[src/common/msi_pkg.sv]
// msi_pkg: constants, register map and sequencer states of the station id controller.
// assumes a 10 MHz system clock; slower rates are counted from it.
package msi_pkg;

    // clock and time bases
    localparam int CLK_PERIOD_NS = 100;
    localparam int CLK_HZ        = 10_000_000;
    localparam int MS_NS         = 1_000_000;
    localparam int MS_CYCLES     = MS_NS / CLK_PERIOD_NS;
    localparam int MS_PER_S      = 1000;
    localparam int MS_PER_DS     = 100;
    localparam int S_PER_MIN     = 60;
    localparam int TONE_WRAP     = CLK_HZ / 2;

    // morse element timing: dot in ms at 1 wpm, the rest in dot lengths
    localparam int DOT_MS     = 1200;
    localparam int DASH_DOTS  = 3;
    localparam int ELEM_GAP   = 1;
    localparam int CHAR_GAP   = 3;
    localparam int WORD_GAP   = 7;

    // register bus
    localparam int ADDR_W = 9;
    localparam int DATA_W = 16;

    localparam logic [8:0] OFS_CTRL     = 9'h000;
    localparam logic [8:0] OFS_TONE     = 9'h001;
    localparam logic [8:0] OFS_REPEAT   = 9'h002;
    localparam logic [8:0] OFS_WPM      = 9'h003;
    localparam logic [8:0] OFS_WAIT     = 9'h004;
    localparam logic [8:0] OFS_PORCH    = 9'h005;
    localparam logic [8:0] OFS_TIMEOUT  = 9'h006;
    localparam logic [8:0] OFS_DROPOUT  = 9'h007;
    localparam logic [8:0] OFS_ID1_LEN  = 9'h008;
    localparam logic [8:0] OFS_ID2_LEN  = 9'h009;
    localparam logic [8:0] OFS_STATUS   = 9'h00A;
    localparam logic [8:0] OFS_ELAPSED  = 9'h00B;
    localparam logic [8:0] OFS_ID1_BASE = 9'h040;
    localparam logic [8:0] OFS_ID2_BASE = 9'h100;

    // control register fields
    localparam int CTRL_EN_BIT   = 0;
    localparam int CTRL_MODE_BIT = 1;
    localparam int CTRL_SEL_BIT  = 2;

    // reset values
    localparam logic [2:0]  RST_CTRL    = 3'h0;
    localparam logic [11:0] RST_TONE    = 12'h3E8;
    localparam logic [6:0]  RST_REPEAT  = 7'h0A;
    localparam logic [6:0]  RST_WPM     = 7'h14;
    localparam logic [6:0]  RST_WAIT    = 7'h05;
    localparam logic [6:0]  RST_PORCH   = 7'h05;
    localparam logic [9:0]  RST_TIMEOUT = 10'h000;
    localparam logic [6:0]  RST_DROPOUT = 7'h03;

    // legal ranges, writes are clamped into them
    localparam int TONE_MIN = 1;
    localparam int TONE_MAX = 3000;
    localparam int MIN1     = 1;
    localparam int MAX99    = 99;
    localparam int MIN0     = 0;
    localparam int TOUT_MAX = 999;
    localparam int ID1_MAX  = 16;
    localparam int ID2_MAX  = 130;

    typedef enum logic [2:0] {
        MSI_IDLE  = 3'b000,
        MSI_PORCH = 3'b001,
        MSI_LOAD  = 3'b010,
        MSI_ELEM  = 3'b011,
        MSI_MARK  = 3'b100,
        MSI_GAP   = 3'b101
    } msi_seq_t;

endpackage

[src/hw/msi_morse_station_id_controller.sv]
// msi_morse_station_id_controller: repeater keying and morse station identifier.
// assumes a register port on clock_in and asynchronous active-high pins.
// How it works
// - first identifier holds up to 16 characters
// - second string holds up to 130 characters
// - tone settable 1 to 3000 Hz, 1 Hz
// - repeat interval 1 to 99 minutes
// - after-activity mode sends after activity, interval elapsed
// - continuous mode sends every interval regardless
// - speed settable 1 to 99 words_per_minute
// - wait 1 to 99 s after carrier loss
// - key transmitter front porch before tone
// - timeout zero off, else drop after seconds
// - hold key dropout seconds after carrier loss
// - key while keying request is active
// - hold key dropout period after request ends
`timescale 1ns/1ps
module msi_morse_station_id_controller #(
    parameter int MS_CYCLES = msi_pkg::MS_CYCLES,
    parameter int ID1_DEPTH = msi_pkg::ID1_MAX,
    parameter int ID2_DEPTH = msi_pkg::ID2_MAX
) (
    // clock and reset
    input  wire logic                        clock_in,
    input  wire logic                        reset_in,
    // register port
    input  wire logic [msi_pkg::ADDR_W-1:0]  addr_in,
    input  wire logic [msi_pkg::DATA_W-1:0]  wdata_in,
    input  wire logic                        wr_in,
    input  wire logic                        rd_in,
    output logic      [msi_pkg::DATA_W-1:0]  rdata_out,
    // station pins
    input  wire logic                        carrier_squelch_detect_in,
    input  wire logic                        inhibit_in,
    input  wire logic                        keying_request_in,
    output logic                             transmitter_key_out,
    output logic                             tone_out,
    output logic                             id_active_out
);
    import msi_pkg::*;

    localparam int MSW = $clog2(MS_CYCLES + 1);
    localparam int I1W = $clog2(ID1_DEPTH);

    typedef struct packed {
        logic [2:0]                  ctrl;
        logic [11:0]                 tone_hz;
        logic [6:0]                  repeat_min;
        logic [6:0]                  words_per_minute;
        logic [6:0]                  wait_s;
        logic [6:0]                  porch_ds;
        logic [9:0]                  timeout_s;
        logic [6:0]                  dropout_s;
        logic [4:0]                  id1_len;
        logic [7:0]                  id2_len;
        logic [ID1_DEPTH-1:0][7:0]   id1;
        logic [ID2_DEPTH-1:0][7:0]   id2;
        logic [2:0]                  csd_s;
        logic [2:0]                  inh_s;
        logic [2:0]                  req_s;
        logic                        csd;
        logic                        inh;
        logic                        req;
        logic [MSW-1:0]              ms_cnt;
        logic [9:0]                  ms_in_s;
        logic [12:0]                 elapsed_s;
        logic                        act_seen;
        logic [16:0]                 quiet_ms;
        logic [16:0]                 hang_ms;
        logic [19:0]                 key_ms;
        logic                        timed_out;
        msi_seq_t                    seq;
        logic [13:0]                 porch_ms;
        logic [7:0]                  idx;
        logic [7:0]                  pat;
        logic [2:0]                  cnt;
        logic                        to_load;
        logic [10:0]                 dot_acc;
        logic [22:0]                 tone_acc;
        logic                        tone_lvl;
        logic                        key_q;
        logic                        tone_q;
        logic [15:0]                 rdata;
    } msi_state_t;

    msi_state_t s_q;
    msi_state_t s_d;

    logic        ms_tick;
    logic        sec_tick;
    logic        dot_tick;
    logic        activity;
    logic        repeat_due;
    logic        want_key;
    logic        start_id;
    logic [7:0]  cur_len;
    logic [7:0]  cur_chr;
    logic [11:0] dot_sum;
    logic [23:0] tone_sum;

    function automatic logic [15:0] msi_clamp(input logic [15:0] v, input int lo, input int hi);
        if (int'(v) < lo) begin
            return 16'(lo);
        end
        if (int'(v) > hi) begin
            return 16'(hi);
        end
        return v;
    endfunction

    always_comb begin
        s_d        = s_q;
        ms_tick    = 1'b0;
        sec_tick   = 1'b0;
        dot_tick   = 1'b0;
        start_id   = 1'b0;
        cur_len    = 8'h00;
        cur_chr    = 8'h00;
        dot_sum    = 12'h000;
        tone_sum   = 24'h000000;

        // register writes
        if (wr_in) begin
            unique case (addr_in)
                OFS_CTRL:    s_d.ctrl = wdata_in[2:0];
                OFS_TONE:    s_d.tone_hz = 12'(msi_clamp(wdata_in, TONE_MIN, TONE_MAX));
                OFS_REPEAT:  s_d.repeat_min = 7'(msi_clamp(wdata_in, MIN1, MAX99));
                OFS_WPM:     s_d.words_per_minute = 7'(msi_clamp(wdata_in, MIN1, MAX99));
                OFS_WAIT:    s_d.wait_s = 7'(msi_clamp(wdata_in, MIN1, MAX99));
                OFS_PORCH:   s_d.porch_ds = 7'(msi_clamp(wdata_in, MIN0, MAX99));
                OFS_TIMEOUT: s_d.timeout_s = 10'(msi_clamp(wdata_in, MIN0, TOUT_MAX));
                OFS_DROPOUT: s_d.dropout_s = 7'(msi_clamp(wdata_in, MIN0, MAX99));
                OFS_ID1_LEN: s_d.id1_len = 5'(msi_clamp(wdata_in, MIN0, ID1_DEPTH));
                OFS_ID2_LEN: s_d.id2_len = 8'(msi_clamp(wdata_in, MIN0, ID2_DEPTH));
                default: begin
                    if (addr_in >= OFS_ID1_BASE && int'(addr_in) < int'(OFS_ID1_BASE) + ID1_DEPTH) begin
                        s_d.id1[I1W'(addr_in - OFS_ID1_BASE)] = wdata_in[7:0];
                    end
                    if (addr_in >= OFS_ID2_BASE && int'(addr_in) < int'(OFS_ID2_BASE) + ID2_DEPTH) begin
                        s_d.id2[8'(addr_in - OFS_ID2_BASE)] = wdata_in[7:0];
                    end
                end
            endcase
        end

        // three-stage pin synchronisers, taken when stages two and three agree
        s_d.csd_s = {s_q.csd_s[1:0], carrier_squelch_detect_in};
        s_d.inh_s = {s_q.inh_s[1:0], inhibit_in};
        s_d.req_s = {s_q.req_s[1:0], keying_request_in};
        if (s_q.csd_s[2] == s_q.csd_s[1]) begin
            s_d.csd = s_q.csd_s[2];
        end
        if (s_q.inh_s[2] == s_q.inh_s[1]) begin
            s_d.inh = s_q.inh_s[2];
        end
        if (s_q.req_s[2] == s_q.req_s[1]) begin
            s_d.req = s_q.req_s[2];
        end

        // millisecond and second enables
        if (int'(s_q.ms_cnt) == MS_CYCLES - 1) begin
            s_d.ms_cnt = '0;
            ms_tick    = 1'b1;
        end else begin
            s_d.ms_cnt = s_q.ms_cnt + 1'b1;
        end
        if (ms_tick) begin
            if (int'(s_q.ms_in_s) == MS_PER_S - 1) begin
                s_d.ms_in_s = 10'h000;
                sec_tick    = 1'b1;
            end else begin
                s_d.ms_in_s = s_q.ms_in_s + 1'b1;
            end
        end

        activity = s_q.csd | s_q.inh | s_q.req;

        if (sec_tick && s_q.elapsed_s != 13'h1FFF) begin
            s_d.elapsed_s = s_q.elapsed_s + 1'b1;
        end
        repeat_due = int'(s_q.elapsed_s) >= int'(s_q.repeat_min) * S_PER_MIN;

        if (activity) begin
            s_d.quiet_ms = 17'h00000;
        end else if (ms_tick && s_q.quiet_ms != 17'h1FFFF) begin
            s_d.quiet_ms = s_q.quiet_ms + 1'b1;
        end

        if (s_q.csd | s_q.req) begin
            s_d.hang_ms = 17'(int'(s_q.dropout_s) * MS_PER_S);
        end else if (ms_tick && s_q.hang_ms != 17'h00000) begin
            s_d.hang_ms = s_q.hang_ms - 1'b1;
        end

        want_key = s_q.req | s_q.csd | (s_q.hang_ms != 17'h00000) | (s_q.seq != MSI_IDLE);

        if (!want_key) begin
            s_d.key_ms = 20'h00000;
        end else if (ms_tick && !s_q.timed_out) begin
            s_d.key_ms = s_q.key_ms + 1'b1;
        end
        if (s_q.timed_out) begin
            s_d.hang_ms = 17'h00000;
            if (!s_q.csd && !s_q.req) begin
                s_d.timed_out = 1'b0;
            end
        end else if (s_q.timeout_s != 10'h000 && want_key &&
                     int'(s_q.key_ms) >= int'(s_q.timeout_s) * MS_PER_S) begin
            s_d.timed_out = 1'b1;
        end

        if (activity) begin
            s_d.act_seen = 1'b1;
        end

        cur_len = s_q.ctrl[CTRL_SEL_BIT] ? s_q.id2_len : 8'(s_q.id1_len);
        if (s_q.ctrl[CTRL_SEL_BIT]) begin
            cur_chr = s_q.id2[s_q.idx];
        end else begin
            cur_chr = s_q.id1[I1W'(s_q.idx)];
        end

        if (s_q.ctrl[CTRL_EN_BIT] && s_q.seq == MSI_IDLE && !s_q.timed_out &&
            cur_len != 8'h00 && repeat_due) begin
            if (s_q.ctrl[CTRL_MODE_BIT]) begin
                start_id = s_q.act_seen && !activity &&
                           int'(s_q.quiet_ms) >= int'(s_q.wait_s) * MS_PER_S;
            end else begin
                start_id = 1'b1;
            end
        end

        // dot enable, 1200 ms divided by speed
        if (ms_tick && s_q.seq != MSI_IDLE && s_q.seq != MSI_PORCH) begin
            dot_sum = 12'(s_q.dot_acc) + 12'(s_q.words_per_minute);
            if (int'(dot_sum) >= DOT_MS) begin
                dot_tick  = 1'b1;
                s_d.dot_acc = 11'(int'(dot_sum) - DOT_MS);
            end else begin
                s_d.dot_acc = 11'(dot_sum);
            end
        end

        unique case (s_q.seq)
            MSI_IDLE: begin
                if (start_id) begin
                    s_d.seq       = MSI_PORCH;
                    s_d.porch_ms  = 14'h0000;
                    s_d.elapsed_s = 13'h0000;
                    s_d.act_seen  = activity;
                end
            end
            MSI_PORCH: begin
                if (ms_tick) begin
                    s_d.porch_ms = s_q.porch_ms + 1'b1;
                end
                if (int'(s_q.porch_ms) >= int'(s_q.porch_ds) * MS_PER_DS) begin
                    s_d.seq     = MSI_LOAD;
                    s_d.idx     = 8'h00;
                    s_d.dot_acc = 11'h000;
                end
            end
            MSI_LOAD: begin
                if (s_q.idx >= cur_len) begin
                    s_d.seq = MSI_IDLE;
                end else begin
                    s_d.idx = s_q.idx + 1'b1;
                    if (cur_chr <= 8'h01) begin
                        // word space tops up the character gap already sent
                        s_d.cnt     = 3'(WORD_GAP - CHAR_GAP);
                        s_d.to_load = 1'b1;
                        s_d.seq     = MSI_GAP;
                    end else begin
                        s_d.pat = cur_chr;
                        s_d.seq = MSI_ELEM;
                    end
                end
            end
            MSI_ELEM: begin
                s_d.cnt = s_q.pat[0] ? 3'(DASH_DOTS) : 3'h1;
                s_d.pat = s_q.pat >> 1;
                s_d.seq = MSI_MARK;
            end
            MSI_MARK: begin
                if (dot_tick) begin
                    if (s_q.cnt == 3'h1) begin
                        s_d.to_load = (s_q.pat == 8'h01);
                        s_d.cnt     = (s_q.pat == 8'h01) ? 3'(CHAR_GAP) : 3'(ELEM_GAP);
                        s_d.seq     = MSI_GAP;
                    end else begin
                        s_d.cnt = s_q.cnt - 1'b1;
                    end
                end
            end
            MSI_GAP: begin
                if (dot_tick) begin
                    if (s_q.cnt == 3'h1) begin
                        s_d.seq = s_q.to_load ? MSI_LOAD : MSI_ELEM;
                    end else begin
                        s_d.cnt = s_q.cnt - 1'b1;
                    end
                end
            end
            default: s_d.seq = MSI_IDLE;
        endcase

        // abort an identifier on time-out or disable
        if (s_q.timed_out || !s_q.ctrl[CTRL_EN_BIT]) begin
            s_d.seq = MSI_IDLE;
        end

        // tone by phase accumulation, 1 Hz steps
        if (s_q.seq == MSI_MARK) begin
            tone_sum = 24'(s_q.tone_acc) + 24'(s_q.tone_hz);
            if (int'(tone_sum) >= TONE_WRAP) begin
                s_d.tone_acc = 23'(int'(tone_sum) - TONE_WRAP);
                s_d.tone_lvl = ~s_q.tone_lvl;
            end else begin
                s_d.tone_acc = 23'(tone_sum);
            end
        end else begin
            s_d.tone_acc = 23'h000000;
            s_d.tone_lvl = 1'b0;
        end

        s_d.tone_q = (s_d.seq == MSI_MARK) & s_d.tone_lvl;
        s_d.key_q  = want_key & ~s_q.timed_out;

        // register reads, data valid in the following cycle only
        s_d.rdata = 16'h0000;
        if (rd_in) begin
            unique case (addr_in)
                OFS_CTRL:    s_d.rdata = 16'(s_q.ctrl);
                OFS_TONE:    s_d.rdata = 16'(s_q.tone_hz);
                OFS_REPEAT:  s_d.rdata = 16'(s_q.repeat_min);
                OFS_WPM:     s_d.rdata = 16'(s_q.words_per_minute);
                OFS_WAIT:    s_d.rdata = 16'(s_q.wait_s);
                OFS_PORCH:   s_d.rdata = 16'(s_q.porch_ds);
                OFS_TIMEOUT: s_d.rdata = 16'(s_q.timeout_s);
                OFS_DROPOUT: s_d.rdata = 16'(s_q.dropout_s);
                OFS_ID1_LEN: s_d.rdata = 16'(s_q.id1_len);
                OFS_ID2_LEN: s_d.rdata = 16'(s_q.id2_len);
                OFS_STATUS:  s_d.rdata = {5'h00, s_q.seq, s_q.timed_out, s_q.key_q,
                                          s_q.tone_q, s_q.act_seen, repeat_due,
                                          s_q.req, s_q.inh, s_q.csd};
                OFS_ELAPSED: s_d.rdata = 16'(s_q.elapsed_s);
                default: begin
                    if (addr_in >= OFS_ID1_BASE && int'(addr_in) < int'(OFS_ID1_BASE) + ID1_DEPTH) begin
                        s_d.rdata = 16'(s_q.id1[I1W'(addr_in - OFS_ID1_BASE)]);
                    end
                    if (addr_in >= OFS_ID2_BASE && int'(addr_in) < int'(OFS_ID2_BASE) + ID2_DEPTH) begin
                        s_d.rdata = 16'(s_q.id2[8'(addr_in - OFS_ID2_BASE)]);
                    end
                end
            endcase
        end
    end

    always_ff @(posedge clock_in) begin
        if (reset_in) begin
            s_q            <= '0;
            s_q.ctrl       <= RST_CTRL;
            s_q.tone_hz    <= RST_TONE;
            s_q.repeat_min <= RST_REPEAT;
            s_q.words_per_minute        <= RST_WPM;
            s_q.wait_s     <= RST_WAIT;
            s_q.porch_ds   <= RST_PORCH;
            s_q.timeout_s  <= RST_TIMEOUT;
            s_q.dropout_s  <= RST_DROPOUT;
            s_q.seq        <= MSI_IDLE;
        end else begin
            s_q <= s_d;
        end
    end

    assign rdata_out           = s_q.rdata;
    assign transmitter_key_out = s_q.key_q;
    assign tone_out            = s_q.tone_q;
    assign id_active_out       = (s_q.seq != MSI_IDLE);

endmodule

[config.mk]
export PLATFORM = sky130hd
export DESIGN_NAME = msi_morse_station_id_controller
export DESIGN_NICKNAME = d
export VERILOG_FILES = /design/src/common/msi_pkg.sv /design/src/hw/msi_morse_station_id_controller.sv
export SDC_FILE = /design/constraint.sdc
export NUM_CORES = 2
export LEC_CHECK = 0
export ABC_AREA = 1
export BUFFER_PORTS_ARGS = -buffer_cell sky130_fd_sc_hd__buf_2
export CAP_MARGIN = 40
export CELL_PAD_IN_SITES_DETAIL_PLACEMENT = 0
export CELL_PAD_IN_SITES_GLOBAL_PLACEMENT = 1
export CORE_MARGIN = 5
export CORE_UTILIZATION = 43
export CTS_CLUSTER_DIAMETER = 60
export DETAILED_ROUTE_END_ITERATION = 10
export HOLD_SLACK_MARGIN = 0.06
export PLACE_DENSITY = 0.76
export SLEW_MARGIN = 5
export SYNTH_ARGS = -nofsm -noshare
export SYNTH_HDL_FRONTEND = slang
export SYNTH_SLANG_ARGS = --single-unit
[constraint.sdc]
create_clock -name clock_in -period 6.1 [get_ports clock_in]
set_input_delay 0.915 -clock clock_in [delete_from_list [all_inputs] [get_ports clock_in]]
set_output_delay 0.915 -clock clock_in [all_outputs]
set_load 0.02 [all_outputs]
Yosys cells after proc, flatten, opt, wreduce, memory -nomap -nowiden. Cells that the tools add are included. Widths: inputs -> output; s select.

Order comparisons: 24. Reduce and logical (&&, ||, !) cells: 62. Multiply operators: 5. Mux-type cells: 127. Bitwise operators: 13. Equal/unequal tests: 37. $add $sub $neg: 15.

Operator list (number): $bwmux 1040 (1); $pmux 16 s12 (1); $bmux 8 s8 (2); $bwmux 128 (1); $mux 8 (13); $mux 7 (10); $bmux 8 s4 (2); $demux 8 s8 (1); $mux 1 (51); $mux 17 (3); $mux 12 (4); $mux 11 (4); $mux 14 (3); $eq 9x3->1 const B (4); $eq 9x4->1 const B (4); $mux 3 (11); $demux 8 s4 (1); $pmux 8 s2 (2); $mux 10 (3); $add 14x1->14 const B (2); $mul 7x7->14 const B (2); $pmux 14 s2 (1); $add 23x12->24 (1); $ge 24x23->1 const B (1); 80 further kinds (155).

Register bits after elaboration: 1436. Input bits: 32. Logic and storage cells: 466. Output and inout bits: 19.

Logic depth before layout (Yosys ltp).
Depth after elaboration: 12. Gate-level depth with buffers: 33. Gate-level depth less buffers: 33.

Worst setup path before layout. No wires, ideal clock.

Path type: register to register. From: register s_q[1401] (netlist bit). To: register s_q[83] (netlist bit). Required time: 5984 ps. Setup time: 116 ps. Path buffers: 0. Period minus slack after synthesis: 5720 ps. Arrival time: 5604 ps. Stages on the path, launching flop included: 34. Slack: 380 ps. Cells stage by stage: dfxtp_1 -> fa_1 -> fa_1 -> inv_1 -> fa_1 -> fa_1 -> inv_1 -> ha_1 -> nand2_1 -> o21ai_0 -> a21oi_1 -> o21bai_1 -> a21oi_1 -> o21bai_1 -> nand2_1 -> nand2_1 -> a21oi_1 -> xnor2_1 -> ha_1 -> inv_1 -> nor3_1 -> a21oi_1 -> nand3_1 -> nand3_1 -> nand2_1 -> nand2_1 -> nand2_1 -> nand2_1 -> nor2_1 -> nand3_1 -> nor2_1 -> nand2_1 -> nand2_1 -> a21oi_1.

Word-level cells in the longest chain between the ends: 7.

RTL lines: start: declaration (RTL line msi_morse_station_id_controller.sv:86) `msi_state_t s_q;`; $mul 7x7->14 (RTL line msi_morse_station_id_controller.sv:227) `int'(s_q.quiet_ms) >= int'(s_q.wait_s) * MS_PER_S;`; $ge 17x17->1 (RTL line msi_morse_station_id_controller.sv:227); $logic_and 1x1->1 (RTL line msi_morse_station_id_controller.sv:226) `start_id = s_q.act_seen && !activity &&`; $mux 1 (RTL line msi_morse_station_id_controller.sv:225) `if (s_q.ctrl[CTRL_MODE_BIT]) begin`; $mux 1 (RTL line msi_morse_station_id_controller.sv:223) `if (s_q.ctrl[CTRL_EN_BIT] && s_q.seq == MSI_IDLE && !s_q.timed_out &&`; $ne 2x2->1 (no source line); $reduce_and 3->1 (no source line).

No other way between the ends. A chain may end at the register's enable or synchronous reset.

Worst setup path in the final report.
From: register s_q[1400] (netlist bit). To: register s_q[83] (netlist bit).

Same word-level chain as after synthesis.

==> summary.md <==
| Metric | Value |
|---|---|
| Run status | `complete, but fails checks` |
| Violations in the final reports | `slew limit` |
| Leakage power | `34.5 nW` |
| Maximum number of buffers from clock root to sink | `3` |
| H-tree levels | `4` |
| Design internal power | `16.2 mW` |
| Slowest stage cell on the critical path | `sky130_fd_sc_hd__fa_1` |
| Seq cells post-synth | `between 1000 and 1500` |
| Starting utilization of the core area | `a little over two fifths` |
| Setup clock skew after layout | `around 0.047 ns` |
| Clk slew on worst S/H paths | `roughly 0.06 ns` |
| Total power divided by cell area | `about 250 nW/um^2` |
| Largest cells by area after synthesis | `sky130_fd_sc_hd__dfxtp_1 (36%), sky130_fd_sc_hd__o21ai_0 (11%), sky130_fd_sc_hd__a21oi_1 (9.7%)` |
| Hold Crit Endpoint | `s_d[193]` |
| Endpoint type of the worst setup path | `register` |
| Placement Setup Slack | `-0.0542 ns` |
| Beginning of the worst register-to-register path | `s_q[1400]` |
| Data required, critical path | `~7 ns` |
| Wire length of the first global-routing pass | `around 490000 um` |
| Endpoint arrival time on the critical path | `~6.6 ns` |
| Post-synth top flop | `sky130_fd_sc_hd__dfxtp_1` |
| DR pass1 iterations | `9` |
| ANT nets after route | `0` |
| Peak VDD IR | `around 0.00021 V` |
| Number of buffers added by the clock tree synthesis step | `180` |
| End of the worst register-to-register path | `s_q[83]` |
| Combined buffer and inverter count along the critical path | `4` |
| Number of max-capacitance violations reported | `0` |
| Number of flops mapped to enable cells by yosys | `0` |
| Clk pwr share | `between 50 and 60%` |
| Actual transition at the worst max-transition pin | `about 1.5 ns` |
| Cell at the root of the clock tree | `sky130_fd_sc_hd__clkbuf_16` |
| Drt via density | `approximately 5.9` |
| Kind of start point of the critical path | `register` |
| Clk_lat worst skew | `0.86 ns` |
| DRT Wirelength | `roughly 330000 um` |
| Gp weighted congestion | `around 1.0` |
| Layout Area Growth over Synthesis | `10.5%` |
| Detailed Place HPWL | `between 200000 and 250000 um` |
| Largest net degree at the start of global routing | `approximately 270` |
| Seq/Total Area, Yosys | `a little over a third` |
| Row Count | `157` |
| CP peak stage delay | `approximately 0.52 ns` |
| Grt total ovfl | `0` |
| DR vias | `approximately 82000` |
| Asr flop ratio synth | `0%` |
| Cell count after synthesis | `between 10000 and 15000` |
| Max Slew Vio Count | `a little under 60` |
| Origin of the worst setup path | `s_q[1400]` |
| Warnings from Yosys | `0` |
| Reg-to-reg slack, setup | `~0.28 ns` |
| Largest delay share family, worst path | `adder cells` |
| Most used cell, CP | `sky130_fd_sc_hd__nand2_1` |
| DRC violations left | `0` |
| Startpoint of the worst hold path | `carrier_squelch_detect_in` |
| Max Freq | `around 170 MHz` |
| Distinct cells, synth | `between 60 and 70` |
| Final core occ | `between 40% and 50%` |
| Setup violators final | `0` |
| Via count of the first global-routing pass | `between 70000 and 80000` |
| Worst slew margin relative to its limit | `-2.18%` |
| Post-DR wirelength/cell | `~24 um` |
| Die Outline Area | `194000 um^2` |
| Tot Pwr | `21.6 mW` |
| Comb pwr share | `4.9%` |
| Number of top-level design ports | `51` |
| Clock tree from TritonCTS | `built` |
| Setup TNS Final | `0 ns` |
| Horizontal die dimension | `440 um` |
| Share of final-layout standard cells stronger than drive strength 1 | `~6.3%` |
| Min setup slack post-route | `0.276 ns` |
| Biggest fanout along the worst timing path | `3` |
| Area fraction of the dominant cell type after synthesis | `a little over a third` |
| Fraction of power consumed by sequential logic | `a little over two fifths` |
| Critical setup path kind | `register to register` |
| Placeable core region | `~180000 um^2` |
| Depth of the worst hold-timing path | `3` |
| Commonest cells after routing, fill and taps aside | `sky130_fd_sc_hd__o21ai_0 (1783), sky130_fd_sc_hd__nand2_1 (1782), sky130_fd_sc_hd__a21oi_1 (1538), sky130_fd_sc_hd__dfxtp_1 (1429), sky130_fd_sc_hd__inv_1 (1196)` |
| Number of buffer cells added on primary ports | `47` |
| Sw power | `about 5.4 mW` |
| Netlist area before placement | `slightly below 80000 um^2` |
| Initial DRC Count | `9767` |
| Avg Inst Size Synth | `a little under 7 um^2` |
| Initial antenna violation count | `19` |
| Total number of nets in the final design | `approximately 12000` |
| Most area-hungry cell type in the Yosys netlist | `sky130_fd_sc_hd__dfxtp_1` |
| Minimum clock period | `between 5 and 6 ns` |
| Part of the cycle the worst path needs | `between 90% and 100%` |
| Type of the worst min-delay path | `input pin to register` |
| Number of cells on the worst reg-to-reg path | `34` |
| GRT Resource Usage Total | `between 30 and 40%` |
| Switching share of total power | `about a quarter` |
| Die span in y | `~440 um` |
| Number of hold-slack violations in the final timing report | `0` |
| Clock Sink Count | `approximately 1400` |
| Commonest non-fill, non-tap cell in the layout | `sky130_fd_sc_hd__o21ai_0` |
## flip-flops by register name (all words and copies together) (netlist names)
| name | cells |
|---|---|
| tone_out | 1 |
| s_q | 1412 |
| s_d | 6 |
| rdata_out | 13 |
| transmitter_key_out | 1 |
## per-stage QoR
step | area [um^2] | instances | hold slack [ns]
2_1_floorplan | 79500 | 11546 | 0.388
3_3_place_gp | 81300 | 13422 | 0.397
3_5_place_dp | 81500 | 13439 | 0.403
4_1_cts | 87600 | 13763 | 0.206
5_1_grt | 87800 | 13771 | 0.253
6_report | 87800 | 13778 | 0.276
## Yosys cell counts (122+ instances only)
| library cell | number |
|---|---|
| sky130_fd_sc_hd__inv_1 | 1207 |
| sky130_fd_sc_hd__o21ai_1 | 134 |
| sky130_fd_sc_hd__o22ai_1 | 355 |
| sky130_fd_sc_hd__o211ai_1 | 122 |
| sky130_fd_sc_hd__nor2_1 | 773 |
| sky130_fd_sc_hd__o21ai_0 | 1785 |
| sky130_fd_sc_hd__dfxtp_1 | 1433 |
| sky130_fd_sc_hd__clkbuf_1 | 588 |
| sky130_fd_sc_hd__nand3_1 | 456 |
| sky130_fd_sc_hd__nand2_1 | 1789 |
| sky130_fd_sc_hd__ha_1 | 253 |
| sky130_fd_sc_hd__a22oi_1 | 124 |
| sky130_fd_sc_hd__a21oi_1 | 1543 |
| sky130_fd_sc_hd__buf_2 | 156 |
## worst reg2reg max path: cells and delay by family, from the launching register on
| kind | cells | cell delay [ns] |
|---|---|---|
| buffers and inverters | 4 | 0.30 |
| xor gates and xnor gates | 1 | 0.15 |
| adders and majority gates | 6 | 2.60 |
| DFF | 1 | 0.36 |
| and+or+nand+nor | 14 | 1.13 |
| AOI/OAI and AO/OA | 9 | 1.14 |
## layer usage
| layer | share of wire, % | up-vias | global-route usage [%] |
|---|---|---|---|
| met1 | 42 | 38461 | 44.2 |
| li1 | - | 38410 | - |
| met3 | 8.8 | 836 | 5.83 |
| met2 | 43 | 3964 | 51.0 |
| met4 | 6.4 | 8 | 19.1 |
| met5 | 0.016 | - | 0 |
## logic make-up after synthesis
| kind of cell | count (synthesis) | synth area share [%] |
|---|---|---|
| AOI/OAI and AO/OA | 4276 | 29.1 |
| xor gates and xnor gates | 114 | 1.26 |
| DFF | 1433 | 36.1 |
| and+or+nand+nor | 3266 | 17.0 |
| other | 1 | 0.00472 |
| buffers and inverters | 2120 | 10.5 |
| adders and majority gates | 334 | 6.02 |
## power groups by stage
| stage | clock (mW) | sequential [mW] | combinational (mW) |
|---|---|---|---|
| after floorplan | 0 | 9.58 | 0.558 |
| after global placement | 0 | 9.58 | 1.01 |
| after detailed placement | 0 | 9.58 | 1.01 |
| after CTS | 11.2 | 9.38 | 1.01 |
| after global routing | 11.6 | 9.37 | 1.09 |
| final | 11.1 | 9.38 | 1.06 |
## area by class of cell
| cell class | count | area [um^2] |
|---|---|---|
| fill | 18678 | 95700 |
| multi-input combinational | 7993 | 42700 |
| sequential | 1433 | 28700 |
| clock buffer | 269 | 5380 |
| inverter | 1275 | 4830 |
| tap | 2464 | 3080 |
| timing repair buffer | 280 | 2380 |
| clock inverter | 55 | 734 |
| antenna | 9 | 22.5 |
## how the worst max path moves through the flow
stage / endpoint / slack [ns] / cells past startpoint
CTS: s_q[83] / 0.02 / 33
floorplan: s_q[83] / 0.38 / 33
global route: s_q[83] / -0.09 / 34
detailed placement: s_q[84] / -0.05 / 34
finish: s_q[83] / 0.28 / 34
global placement: s_q[84] / -0.16 / 34
## repair_timing
action | 4_1_cts | 5_1_grt
hold buffers | 0 | 0
setup buffers | 0 | 5
pin swaps | 0 | 15
endpoints found under the setup margin | 5 | 30
resized for setup | 1 | 38
No activity file was read; power rests on OpenSTA's default activity.
